`config.mk`:
```
export PLATFORM = sky130hd
export DESIGN_NAME = err_recovery_host
export DESIGN_NICKNAME = d
export VERILOG_FILES = /design/src/rtl/err_host_pkg.sv /design/src/rtl/err_recovery_host.sv /design/src/rtl/flash_cycle.sv
export SDC_FILE = /design/constraint.sdc
export NUM_CORES = 1
export LEC_CHECK = 0
export BUFFER_PORTS_ARGS = -buffer_cell sky130_fd_sc_hd__buf_4
export CORE_ASPECT_RATIO = 0.7
export CORE_MARGIN = 4
export CORE_UTILIZATION = 60
export CTS_BUF_LIST = sky130_fd_sc_hd__clkbuf_2
export CTS_CLUSTER_DIAMETER = 80
export CTS_CLUSTER_SIZE = 10
export DETAILED_ROUTE_END_ITERATION = 7
export PLACE_DENSITY = 0.83
export RECOVER_POWER = 25
export SYNTH_ARGS = -nofsm -noshare
export SYNTH_HDL_FRONTEND = slang
export SYNTH_SLANG_ARGS = --single-unit
```
`constraint.sdc`:
```
create_clock -name clk_in -period 3.7 [get_ports clk_in]
set_input_delay 0.555 -clock clk_in [delete_from_list [all_inputs] [get_ports clk_in]]
set_output_delay 0.555 -clock clk_in [all_outputs]
set_load 0.005 [all_outputs]
```
`src/rtl/err_host_pkg.sv`:
```
/*
  Shared types and constants for the host-side flash error recovery controller:
  pin bundle, cycle request, command words, status bit positions and timing.
  Assumes a 200 MHz system clock and a word-wide asynchronous flash bus.
*/
package err_host_pkg;

  localparam int ADDR_W = 22;
  localparam int DATA_W = 16;

  // Clock period and bus timing, in picoseconds and nanoseconds.
  localparam int CLK_PS = 5000;
  localparam int STROBE_NS = 70;
  localparam int RECOV_NS = 20;
  localparam int SYNC_LAT = 2;
  localparam int STROBE_CYC = (STROBE_NS * 1000 + CLK_PS - 1) / CLK_PS + SYNC_LAT;
  localparam int RECOV_CYC = (RECOV_NS * 1000 + CLK_PS - 1) / CLK_PS;

  // Protection busy window: least time rounds up, longest rounds down.
  localparam int PROT_MIN_NS = 20000;
  localparam int PROT_MAX_NS = 100000;
  localparam int PROT_MIN_CYC = (PROT_MIN_NS * 1000 + CLK_PS - 1) / CLK_PS;
  localparam int PROT_MAX_CYC = (PROT_MAX_NS * 1000) / CLK_PS;

  // Command addresses and data words.
  localparam logic [ADDR_W-1:0] ADDR_UNLOCK1 = 22'h000555;
  localparam logic [ADDR_W-1:0] ADDR_UNLOCK2 = 22'h0002AA;
  localparam logic [ADDR_W-1:0] ADDR_ANY = 22'h000000;
  localparam logic [DATA_W-1:0] CMD_SR_READ = 16'h0070;
  localparam logic [DATA_W-1:0] CMD_SR_CLEAR = 16'h0071;
  localparam logic [DATA_W-1:0] CMD_UNLOCK1 = 16'h00AA;
  localparam logic [DATA_W-1:0] CMD_UNLOCK2 = 16'h0055;
  localparam logic [DATA_W-1:0] CMD_RESET = 16'h00F0;

  // Bit positions in operation_status and in the polling word.
  localparam int SR_VALID = 7;
  localparam int SR_SUSP = 6;
  localparam int SR_ERASE = 5;
  localparam int SR_PROG = 4;
  localparam int SR_ABORT = 3;
  localparam int SR_PROT = 1;
  localparam int SR_RSVD = 0;
  localparam int DQ_ERASE_TIMER = 3;
  localparam int DQ_SECOND_TOGGLE = 2;
  localparam int DQ_RSVD_HI = 4;
  localparam int DQ_RSVD_LO = 0;

  localparam logic [7:0] POLL_KEEP = 8'hEE;
  localparam logic [7:0] POLL_KEEP_NOSUSP = 8'hE2;
  localparam logic [7:0] SR_KEEP = 8'hBE;

  typedef enum logic [2:0] {
    CLS_NONE = 3'h0,
    CLS_OP_FAIL = 3'h1,
    CLS_PROT = 3'h2,
    CLS_ABORT = 3'h3,
    CLS_TIMEOUT = 3'h4
  } err_class_t;

  // Pins driven toward the flash; dq_oe is high while the host drives dq.
  typedef struct packed {
    logic ce_n;
    logic oe_n;
    logic we_n;
    logic [ADDR_W-1:0] addr;
    logic [DATA_W-1:0] dq;
    logic dq_oe;
  } flash_pins_t;

  // One bus cycle request; go is a one-cycle pulse.
  typedef struct packed {
    logic go;
    logic wr;
    logic [ADDR_W-1:0] addr;
    logic [DATA_W-1:0] wdata;
  } cyc_req_t;

endpackage : err_host_pkg

```
`src/rtl/err_recovery_host.sv`:
```
/*
  Host-side error recovery controller for a parallel NOR flash. On a user start
  it takes one polling read, reads operation_status, classifies the error and
  issues the clear for a failure or an abort, then waits for ready_busy_n_output to go high.
  Assumes the flash pins are asynchronous to clk_in; the board resolves dq from dq_oe.
*/
`timescale 1ns/100ps

// Operation
// - Only status read, reset, clear during failure.
// - Only status read during protection busy.
// - Mask erase timer, second toggle unless suspended.
// - Abort cleared by abort-reset or status clear.
// - Host masks reserved polling and status bits.
module err_recovery_host
  import err_host_pkg::*;
#(
  parameter int PROT_MAX_CYCLES = PROT_MAX_CYC
)
(
  input wire logic clk_in,
  input wire logic rstn_in,
  input wire logic start_in,
  input wire logic erase_suspended_in,
  input wire logic ready_busy_n_output_in,
  input wire logic [DATA_W-1:0] dq_in,
  output flash_pins_t pins_out,
  output logic done_out,
  output err_class_t class_out,
  output logic [7:0] status_out,
  output logic [7:0] poll_out
);

  typedef enum logic [3:0] {
    ST_IDLE = 4'h0,
    ST_POLL = 4'h1,
    ST_SRCMD = 4'h3,
    ST_SRRD = 4'h2,
    ST_DECIDE = 4'h6,
    ST_CLR = 4'h7,
    ST_ABT1 = 4'h5,
    ST_ABT2 = 4'h4,
    ST_ABT3 = 4'hC,
    ST_RDYW = 4'hD,
    ST_DONE = 4'hF,
    ST_PWAIT = 4'hE
  } host_state_t;

  typedef struct packed {
    host_state_t st;
    logic wait_cyc;
    cyc_req_t req;
    logic [7:0] sr;
    logic [7:0] poll;
    err_class_t cls;
    logic [15:0] cnt;
    logic [15:0] tot;
    logic done;
    logic rb_meta;
    logic rb_sync;
    logic [DATA_W-1:0] dq_meta;
    logic [DATA_W-1:0] dq_sync;
  } ctl_t;

  localparam cyc_req_t REQ_IDLE = '{go: 1'b0, wr: 1'b0, addr: '0, wdata: '0};
  localparam ctl_t CTL_RST = '{st: ST_IDLE, wait_cyc: 1'b0, req: REQ_IDLE, sr: '0, poll: '0,
                               cls: CLS_NONE, cnt: '0, tot: '0, done: 1'b0,
                               rb_meta: 1'b0, rb_sync: 1'b0, dq_meta: '0, dq_sync: '0};

  logic rst_meta;
  logic rst_n;
  ctl_t c_r;
  ctl_t c_nxt;
  logic cyc_done;
  logic [DATA_W-1:0] cyc_rdata;

  // Builds a one-cycle bus cycle request.
  function automatic cyc_req_t mk_req(input logic wr, input logic [ADDR_W-1:0] a,
                                      input logic [DATA_W-1:0] d);
    mk_req = '{go: 1'b1, wr: wr, addr: a, wdata: d};
  endfunction : mk_req

  // Reset is released through two flip-flops so every flop leaves reset together.
  always_ff @(posedge clk_in or negedge rstn_in)
  begin
    if (!rstn_in)
    begin
      rst_meta <= 1'b0;
      rst_n <= 1'b0;
    end
    else
    begin
      rst_meta <= 1'b1;
      rst_n <= rst_meta;
    end
  end

  flash_cycle u_cycle (
    .clk_in(clk_in),
    .rst_n_in(rst_n),
    .req_in(c_r.req),
    .dq_sync_in(c_r.dq_sync),
    .pins_out(pins_out),
    .rdata_out(cyc_rdata),
    .done_out(cyc_done)
  );

  // Sequencer. A step that issues a bus cycle then waits for it in wait_cyc.
  always_comb
  begin
    c_nxt = c_r;
    c_nxt.req = REQ_IDLE;
    c_nxt.done = 1'b0;
    c_nxt.rb_meta = ready_busy_n_output_in;
    c_nxt.rb_sync = c_r.rb_meta;
    c_nxt.dq_meta = dq_in;
    c_nxt.dq_sync = c_r.dq_meta;
    if (c_r.wait_cyc)
    begin
      if (cyc_done)
      begin
        c_nxt.wait_cyc = 1'b0;
      end
    end
    else
    begin
      unique case (c_r.st)
        ST_IDLE:
        begin
          if (start_in)
          begin
            c_nxt.tot = '0;
            c_nxt.cls = CLS_NONE;
            c_nxt.req = mk_req(1'b0, ADDR_ANY, '0);
            c_nxt.wait_cyc = 1'b1;
            c_nxt.st = ST_POLL;
          end
        end
        ST_POLL:
        begin
          // Reserved polling bits always masked; erase timer and second toggle kept
          // only when an erase was suspended before the aborted program.
          c_nxt.poll = cyc_rdata[7:0] &
                       (erase_suspended_in ? POLL_KEEP : POLL_KEEP_NOSUSP);
          c_nxt.req = mk_req(1'b1, ADDR_UNLOCK1, CMD_SR_READ);
          c_nxt.wait_cyc = 1'b1;
          c_nxt.st = ST_SRCMD;
        end
        ST_SRCMD:
        begin
          c_nxt.req = mk_req(1'b0, ADDR_ANY, '0);
          c_nxt.wait_cyc = 1'b1;
          c_nxt.st = ST_SRRD;
        end
        ST_SRRD:
        begin
          c_nxt.sr = cyc_rdata[7:0] & SR_KEEP;
          c_nxt.st = ST_DECIDE;
        end
        ST_DECIDE:
        begin
          // Abort is tested before the failure bits because abort also sets bit 4.
          if (!c_r.sr[SR_VALID])
          begin
            c_nxt.cls = CLS_PROT;
            c_nxt.cnt = 16'(PROT_MIN_CYC);
            c_nxt.st = ST_PWAIT;
          end
          else if (c_r.sr[SR_ABORT])
          begin
            c_nxt.cls = CLS_ABORT;
            c_nxt.req = mk_req(1'b1, ADDR_UNLOCK1, CMD_UNLOCK1);
            c_nxt.wait_cyc = 1'b1;
            c_nxt.st = ST_ABT1;
          end
          else if (c_r.sr[SR_PROT])
          begin
            c_nxt.cls = CLS_PROT;
            c_nxt.done = 1'b1;
            c_nxt.st = ST_IDLE;
          end
          else if (c_r.sr[SR_ERASE] || c_r.sr[SR_PROG])
          begin
            c_nxt.cls = CLS_OP_FAIL;
            c_nxt.req = mk_req(1'b1, ADDR_UNLOCK1, CMD_SR_CLEAR);
            c_nxt.wait_cyc = 1'b1;
            c_nxt.st = ST_CLR;
          end
          else
          begin
            c_nxt.done = 1'b1;
            c_nxt.st = ST_IDLE;
          end
        end
        ST_PWAIT:
        begin
          // Only status reads are sent while the protection window may still run.
          if (c_r.tot >= 16'(PROT_MAX_CYCLES))
          begin
            c_nxt.cls = CLS_TIMEOUT;
            c_nxt.done = 1'b1;
            c_nxt.st = ST_IDLE;
          end
          else if (c_r.cnt == 16'h0000)
          begin
            c_nxt.req = mk_req(1'b1, ADDR_UNLOCK1, CMD_SR_READ);
            c_nxt.wait_cyc = 1'b1;
            c_nxt.st = ST_SRCMD;
          end
          else
          begin
            c_nxt.cnt = c_r.cnt - 16'h0001;
            c_nxt.tot = c_r.tot + 16'h0001;
          end
        end
        ST_ABT1:
        begin
          c_nxt.req = mk_req(1'b1, ADDR_UNLOCK2, CMD_UNLOCK2);
          c_nxt.wait_cyc = 1'b1;
          c_nxt.st = ST_ABT2;
        end
        ST_ABT2:
        begin
          c_nxt.req = mk_req(1'b1, ADDR_UNLOCK1, CMD_RESET);
          c_nxt.wait_cyc = 1'b1;
          c_nxt.st = ST_ABT3;
        end
        ST_ABT3, ST_CLR:
        begin
          c_nxt.tot = '0;
          c_nxt.st = ST_RDYW;
        end
        ST_RDYW:
        begin
          // The clear must release ready_busy_n_output; a stuck pin ends in timeout.
          if (c_r.rb_sync)
          begin
            c_nxt.done = 1'b1;
            c_nxt.st = ST_IDLE;
          end
          else if (c_r.tot >= 16'(PROT_MAX_CYCLES))
          begin
            c_nxt.cls = CLS_TIMEOUT;
            c_nxt.done = 1'b1;
            c_nxt.st = ST_IDLE;
          end
          else
          begin
            c_nxt.tot = c_r.tot + 16'h0001;
          end
        end
        ST_DONE:
        begin
          c_nxt.st = ST_IDLE;
        end
        default:
        begin
          c_nxt.st = ST_IDLE;
        end
      endcase
    end
  end

  // State register.
  always_ff @(posedge clk_in or negedge rst_n)
  begin
    if (!rst_n)
    begin
      c_r <= CTL_RST;
    end
    else
    begin
      c_r <= c_nxt;
    end
  end

  assign done_out = c_r.done;
  assign class_out = c_r.cls;
  assign status_out = c_r.sr;
  assign poll_out = c_r.poll;
endmodule : err_recovery_host

```
`src/rtl/flash_cycle.sv`:
```
/*
  Single asynchronous flash bus cycle engine: one write or one read per request.
  Assumes dq_sync_in is already passed through two flip-flops by the caller.
*/
`timescale 1ns/100ps

module flash_cycle
  import err_host_pkg::*;
(
  input wire logic clk_in,
  input wire logic rst_n_in,
  input wire cyc_req_t req_in,
  input wire logic [DATA_W-1:0] dq_sync_in,
  output flash_pins_t pins_out,
  output logic [DATA_W-1:0] rdata_out,
  output logic done_out
);

  typedef enum logic [1:0] {
    CY_IDLE = 2'h0,
    CY_ACT = 2'h1,
    CY_REC = 2'h3
  } cyc_state_t;

  typedef struct packed {
    cyc_state_t st;
    flash_pins_t pins;
    logic [DATA_W-1:0] rdata;
    logic [7:0] cnt;
    logic done;
  } cyc_t;

  localparam cyc_t CYC_RST = '{st: CY_IDLE,
                               pins: '{ce_n: 1'b1, oe_n: 1'b1, we_n: 1'b1,
                                       addr: '0, dq: '0, dq_oe: 1'b0},
                               rdata: '0, cnt: '0, done: 1'b0};

  cyc_t c_r;
  cyc_t c_nxt;

  // Strobe is held long enough for access time plus the input synchroniser delay.
  always_comb
  begin
    c_nxt = c_r;
    c_nxt.done = 1'b0;
    unique case (c_r.st)
      CY_IDLE:
      begin
        if (req_in.go)
        begin
          c_nxt.pins.addr = req_in.addr;
          c_nxt.pins.dq = req_in.wdata;
          c_nxt.pins.dq_oe = req_in.wr;
          c_nxt.pins.ce_n = 1'b0;
          c_nxt.pins.we_n = ~req_in.wr;
          c_nxt.pins.oe_n = req_in.wr;
          c_nxt.cnt = 8'(STROBE_CYC);
          c_nxt.st = CY_ACT;
        end
      end
      CY_ACT:
      begin
        if (c_r.cnt == 8'h00)
        begin
          if (!c_r.pins.dq_oe)
          begin
            c_nxt.rdata = dq_sync_in;
          end
          c_nxt.pins.we_n = 1'b1;
          c_nxt.pins.oe_n = 1'b1;
          c_nxt.cnt = 8'(RECOV_CYC);
          c_nxt.st = CY_REC;
        end
        else
        begin
          c_nxt.cnt = c_r.cnt - 8'h01;
        end
      end
      CY_REC:
      begin
        // Data stays driven past the write strobe edge to meet hold time.
        if (c_r.cnt == 8'h00)
        begin
          c_nxt.pins.ce_n = 1'b1;
          c_nxt.pins.dq_oe = 1'b0;
          c_nxt.done = 1'b1;
          c_nxt.st = CY_IDLE;
        end
        else
        begin
          c_nxt.cnt = c_r.cnt - 8'h01;
        end
      end
      default:
      begin
        c_nxt = CYC_RST;
      end
    endcase
  end

  // State register.
  always_ff @(posedge clk_in or negedge rst_n_in)
  begin
    if (!rst_n_in)
    begin
      c_r <= CYC_RST;
    end
    else
    begin
      c_r <= c_nxt;
    end
  end

  assign pins_out = c_r.pins;
  assign rdata_out = c_r.rdata;
  assign done_out = c_r.done;

endmodule : flash_cycle
```
# --- Yosys cells after proc, flatten, opt, wreduce, memory -nomap -nowiden ---
# Index checks and enable logic that the tools add are counted.
word_totals:
  word_cells: 150
  ramBits: 0
  mem_bits_ro: 0
  out_inout_bits: 62
  register_bits: 176
  input_bits: 21
  n_memories: 0
  latch_bits: 0
op_classes:
  eq_ne: 26
  n_bitwise: 7
  magnitude_cmp: 1
  n_mux: 62
  div: 0
  addsub: 3
  shift: 0
  reduce_logical: 23
  multipliers: 0
op_table:
  columns: ["op", "count"]
  rows:
  - ["41-bit case mux with 7 select lines", 1]
  - ["41-bit two-way mux", 4]
  - ["45-bit two-way mux", 3]
  - ["92-bit two-way mux", 1]
  - ["38-bit case mux with 2 select lines", 1]
  - ["16-bit two-way mux", 4]
  - ["32-bit two-way mux", 2]
  - ["16-bit case mux with 4 select lines", 1]
  - ["8-bit two-way mux", 7]
  - ["44-bit two-way mux", 1]
  - ["4-bit case mux with 10 select lines", 1]
  - ["16-bit case mux with 2 select lines", 1]
  - ["3-bit two-way mux", 10]
  - ["8-bit case mux with 3 select lines", 1]
  - ["4-bit two-way mux", 5]
  - ["2-bit inequality test (second input constant)", 9]
  - ["16-bit by 1-bit adder with 16-bit output (second input constant)", 1]
  - ["4-bit by 3-bit == test with 1-bit output (second input constant)", 4]
  - ["16-bit by 15-bit greater-or-equal comparator with 1-bit output (second input constant)", 1]
  - ["16-bit logical NOT", 1]
  - ["8-bit case mux with 2 select lines", 1]
  - ["16-bit by 1-bit subtractor with 16-bit output (second input constant)", 1]
  - ["4-bit == test (second input constant)", 3]
  - ["2-bit case mux with 3 select lines", 2]
  - ["other kinds (26)", 56]

# --- Logic depth before layout (Yosys ltp) ---
depth:
  depth_word: 7
  depth_mapped: 9
  mapped_depth_nobuf: 7

# --- Hierarchy ---
# A second synthesis with hierarchy kept.
hier_totals:
  hier_cells: 774
  hier_area_um2: 7885.1
by_module_without_submodules:
  columns: ["module", "seq_area_each_um2", "area_per_inst_um2", "cells_each", "instances"]
  rows:
  - ["err_recovery_host", 2427.3, 4454.3, 421, 1]
  - ["flash_cycle", 1730.4, 3430.8, 353, 1]

# --- Least setup slack after synthesis ---
# No wires, ideal clock.
synth_path:
  kind: "register to register"
  from: "register u_cycle.c_r[1] (netlist bit)"
  to: "register u_cycle.c_r[5] (netlist bit)"
  required_ns: 3.565
  synth_period_minus_slack_ns: 2.137
  path_stages_with_launch: 9
  setup_ns: 0.135
  setup_slack_ns: 1.563
  n_path_buf: 1
  arrival_time_ns: 2.002
  path_cell_list: "dfrtp_1 > inv_1 > ha_1 > or4b_4 > or2_2 > buf_2 > a21o_1 > a31oi_1 > o22ai_1"
synth_between:
  elab_chain_len: 3
  word_cells_on_any_way: 7
  cone_classes: "add/sub: 1; eq/ne: 1; mux: 3; reduce/logical: 2"
synth_rtl:
  columns: ["element", "line", "source"]
  rows:
  - ["start, declared", "flash_cycle.sv:38", "cyc_t c_r;"]
  - ["start signal, assigned", "flash_cycle.sv:110", "c_r <= c_nxt;"]
  - ["8-bit by 1-bit subtractor with 8-bit output / 8-bit logical NOT (equally long branches)", null, null]
  - ["8-bit two-way mux, or another cell as far along", "flash_cycle.sv:82", "if (c_r.cnt == 8'h00)"]
  - ["8-bit case mux with 3 select lines / 2-bit AND reduction (equally long branches)", null, null]
# Parallel ways exist; a longest one is shown, timed or not. The select of a mux whose other input is x is not followed.
# A chain may end at the register's enable or synchronous reset.

# --- Worst setup path in the final report ---
layout_path:
  from: "register c_r[43] (netlist bit)"
  to: "register c_r[40] (netlist bit)"
layout_between:
  elab_chain_len: 3
  word_cells_on_any_way: 4
  cone_classes: "order compare: 1; eq/ne: 2; reduce/logical: 1"
layout_rtl:
  columns: ["element", "line", "source"]
  rows:
  - ["start, declared", "err_recovery_host.sv:72", "ctl_t c_r;"]
  - ["start signal, assigned", "err_recovery_host.sv:273", "c_r <= c_nxt;"]
  - ["16-bit by 15-bit greater-or-equal comparator with 1-bit output *", "err_recovery_host.sv:198, err_recovery_host.sv:241", null]
  - ["2-bit inequality test (no line)", null, null]
  - ["7-bit AND reduction (no line) *", null, null]
# Every way passes the cells marked *; elsewhere a longest branch is shown, timed or not.

==> results.ini <==
[global_routing]
grt_pass1_wl_um=21500
grt_pass1_vias=4416
antenna_found_initial=0
grt_util_all_layers_pct=22.7
grt_max_degree=47
grt_overflow=0

[clocking]
clk_pin_slew_ps=330
cts_sinks=107
clock_latency_ps=650
cts_buffers=9
root_buffer=clkbuf_2
cts_tree=built
cts_buffer_depth=2
cts.htree.levels=3
cts_resized=0

[floorplanning]
die-width_um=126
die_area_um2=11500
ios=83
chipHeight_um=90.8
start_util_pct=63.3
rows=29
core_area_um2=9290

[final_layout]
area_growth_syn_to_layout_pct=4.34
layout-drive-gt1-share_pct=15.7
diodes=0
fin_nets=661

[route]
drcViolationCount=0
ant_nets=0
drt-initial-drc-count=476
drt_wl_total_um=13000
firstDrtPassIters=5
wire_per_inst_um=17.1
vias=4734
viasPerCell=6.23

[timing]
min_period_ps=2720
clock.fmax_ghz=0.368
setup_tns_ps=0
setup_violations=0
min_period_over_period_pct=73.5
worst_slew_pin_slew_ps=1740
slew_violations=47
max_slew_margin_pct=-16.0
finalClockSkew_ps=30.8
rsz0062_at_grt=false
hold_viol_final=0

[setup_path]
r2r.worst_path.cells=5
rr_endpoint=c_r[40]$_DFFE_PN0P_
cp_data_arrival_time_ps=3300
end_kind=flop
reg2reg_slack_ps=980
crit_fanout=21
max_stage_delay_ps=590
start_kind=flop
critical-path-slowest-cell=or4_1
cp_top_family=compound AO/OA/AOI/OAI gates
reg2reg_from=c_r[43]$_DFFE_PN0P_
cp.required_ps=4280
path_cells=nor4_1 -> o211a_1 -> o221ai_2 -> or4_1 -> a21oi_1
critPathKind=flop to flop
critPathBufInv=0

[power_and_ir_drop]
p_leak_uw=0.00292
peakVddDrop_mv=0.235
power.total_uw=1800
p_per_area_nw_per_um2=293

[synth]
ys_seq_area_share_pct=45.6
ys_warn_count=0
synth_commonest_cells=104 x dfrtp_1, 64 x buf_4, 62 x nand2_1
synth_top_cell_by_area=dfrtp_1
async_reset_ff_share_pct=100
synthTopCellsByArea=dfrtp_1 44%, buf_4 8.2%, nand2_1 4.0%
synthMostInstantiatedCell=dfrtp_1
avgSynthCellArea_um2=9.43
synth_top_area_share_pct=44.2
synth.distinct_cells=69
synth_seq_cells=107
syn-cell-area_um2=5880
synth_flop_cell=dfrtp_1
synth_edf_count=0
post_synth_inst_count=624

[place]
routabilityCongestion=0.937
port_buffers=50
dp_hpwl_um=9210

[min_path]
whs_path_depth=3
hold_path_end=poll_out[3]$_DFFE_PN0P_
holdCritStartpoint=erase_suspended_in
hold_class=input pin to flop

[status]
violations=capacitance limit, slew limit
outcome=complete, but fails checks

[job]
maxCapViolCount=1

==> layout by cell type (no fill, tap or decap), drive strengths merged, types with 11 or more instances in the layout <==
cell    instances
conb           24
nand2b         25
inv            25
o21ai          28
dfrtp         104
or4            11
nand2          62
buf            45
clkbuf         18
nand4          19
nor3           13
a21oi          29
nand3          37
nor2           31
or3            11
mux2           11
==> sequential cells by signal, indices dropped and copies added, names as in the netlist <==
register and flops:
rst_meta 1, u_cycle.pins_out 10, status_out 6, u_cycle.done_out 1, class_out 3, rst_n 1
poll_out 6, u_cycle.rdata_out 7, done_out 1, c_nxt 8, c_r 53, u_cycle.c_r 10
==> power breakdown <==
group / leakage [uW] / internal [uW] / switching (uW)
registers: 0.00139 / 1180 / 12.0
clock network: 0.0000773 / 117 / 449
logic: 0.00145 / 14.2 / 22.6
total: 0.00292 / 1320 / 483
==> worst max path at each step <==
| stage | start | depth (start not counted) | end |
|---|---|---|---|
| after floorplan | rst_n$_DFF_PN0_ | 0 | c_nxt[1]$_DFF_PN0_ |
| after CTS | c_r[43]$_DFFE_PN0P_ | 5 | c_r[40]$_DFFE_PN0P_ |
| after global routing | c_r[43]$_DFFE_PN0P_ | 5 | c_r[40]$_DFFE_PN0P_ |
| final | c_r[43]$_DFFE_PN0P_ | 5 | c_r[40]$_DFFE_PN0P_ |
| after detailed placement | c_r[43]$_DFFE_PN0P_ | 5 | c_r[40]$_DFFE_PN0P_ |
| after global placement | c_r[43]$_DFFE_PN0P_ | 5 | c_r[39]$_DFFE_PN0P_ |
==> cell families (layout without fill, tap and decap cells) <==
family | count (synthesis) | count (layout) | synth area share (%)
compound gates | 134 | 134 | 15.4
xor+xnor | 3 | 3 | 0.447
fa+ha+maj | 9 | 9 | 1.91
buf+inv | 111 | 101 | 11.6
flops | 107 | 107 | 45.6
mux | 15 | 15 | 2.79
other cells | 2 | 24 | 0.128
simple gates | 243 | 243 | 22.2
==> layer usage <==
| metal | GRT usage, % | share of wire, % |
|---|---|---|
| met2 | 33.7 | 45 |
| met4 | 5.36 | 0.88 |
| met1 | 33.4 | 45 |
| met3 | 6.03 | 9.5 |
| met5 | 0 | 0 |
==> worst min-delay path, stage by stage <==
cell and delay (ps):
buf_4 120, nand2_1 50, o21ai_0 70
==> metrics by stage <==
| step | setup slack (ps) | util [%] | hold slack, ps | instance area (um2) | instances |
|---|---|---|---|---|---|
| after floorplan | 504 | - | 259 | 5970 | 646 |
| after global placement | 1190 | 63.8 | 333 | 5930 | 735 |
| after detailed placement | 1080 | 63.8 | 336 | 5930 | 735 |
| after CTS | 1030 | 66.2 | 113 | 6150 | 760 |
| after global routing | 764 | 66.1 | 98.5 | 6140 | 760 |
| final | 979 | 66.1 | 122 | 6140 | 760 |
==> repair_timing <==
| action | CTS | global route |
|---|---|---|
| endpoints found under the hold margin | 10 | 0 |
| hold buffers | 9 | 0 |
| buffers inserted | 0 | 0 |
==> area by class of cell <==
| type | instances | area (um2) |
|---|---|---|
| inverter | 22 | 82.6 |
| tap | 124 | 155 |
| clock inverter | 7 | 80.1 |
| fill | 722 | 3150 |
| clock buffer | 9 | 45.0 |
| multi-input combinational | 428 | 2600 |
| sequential | 107 | 2680 |
| timing repair buffer | 63 | 492 |
Power figures use the tool's default switching activity.
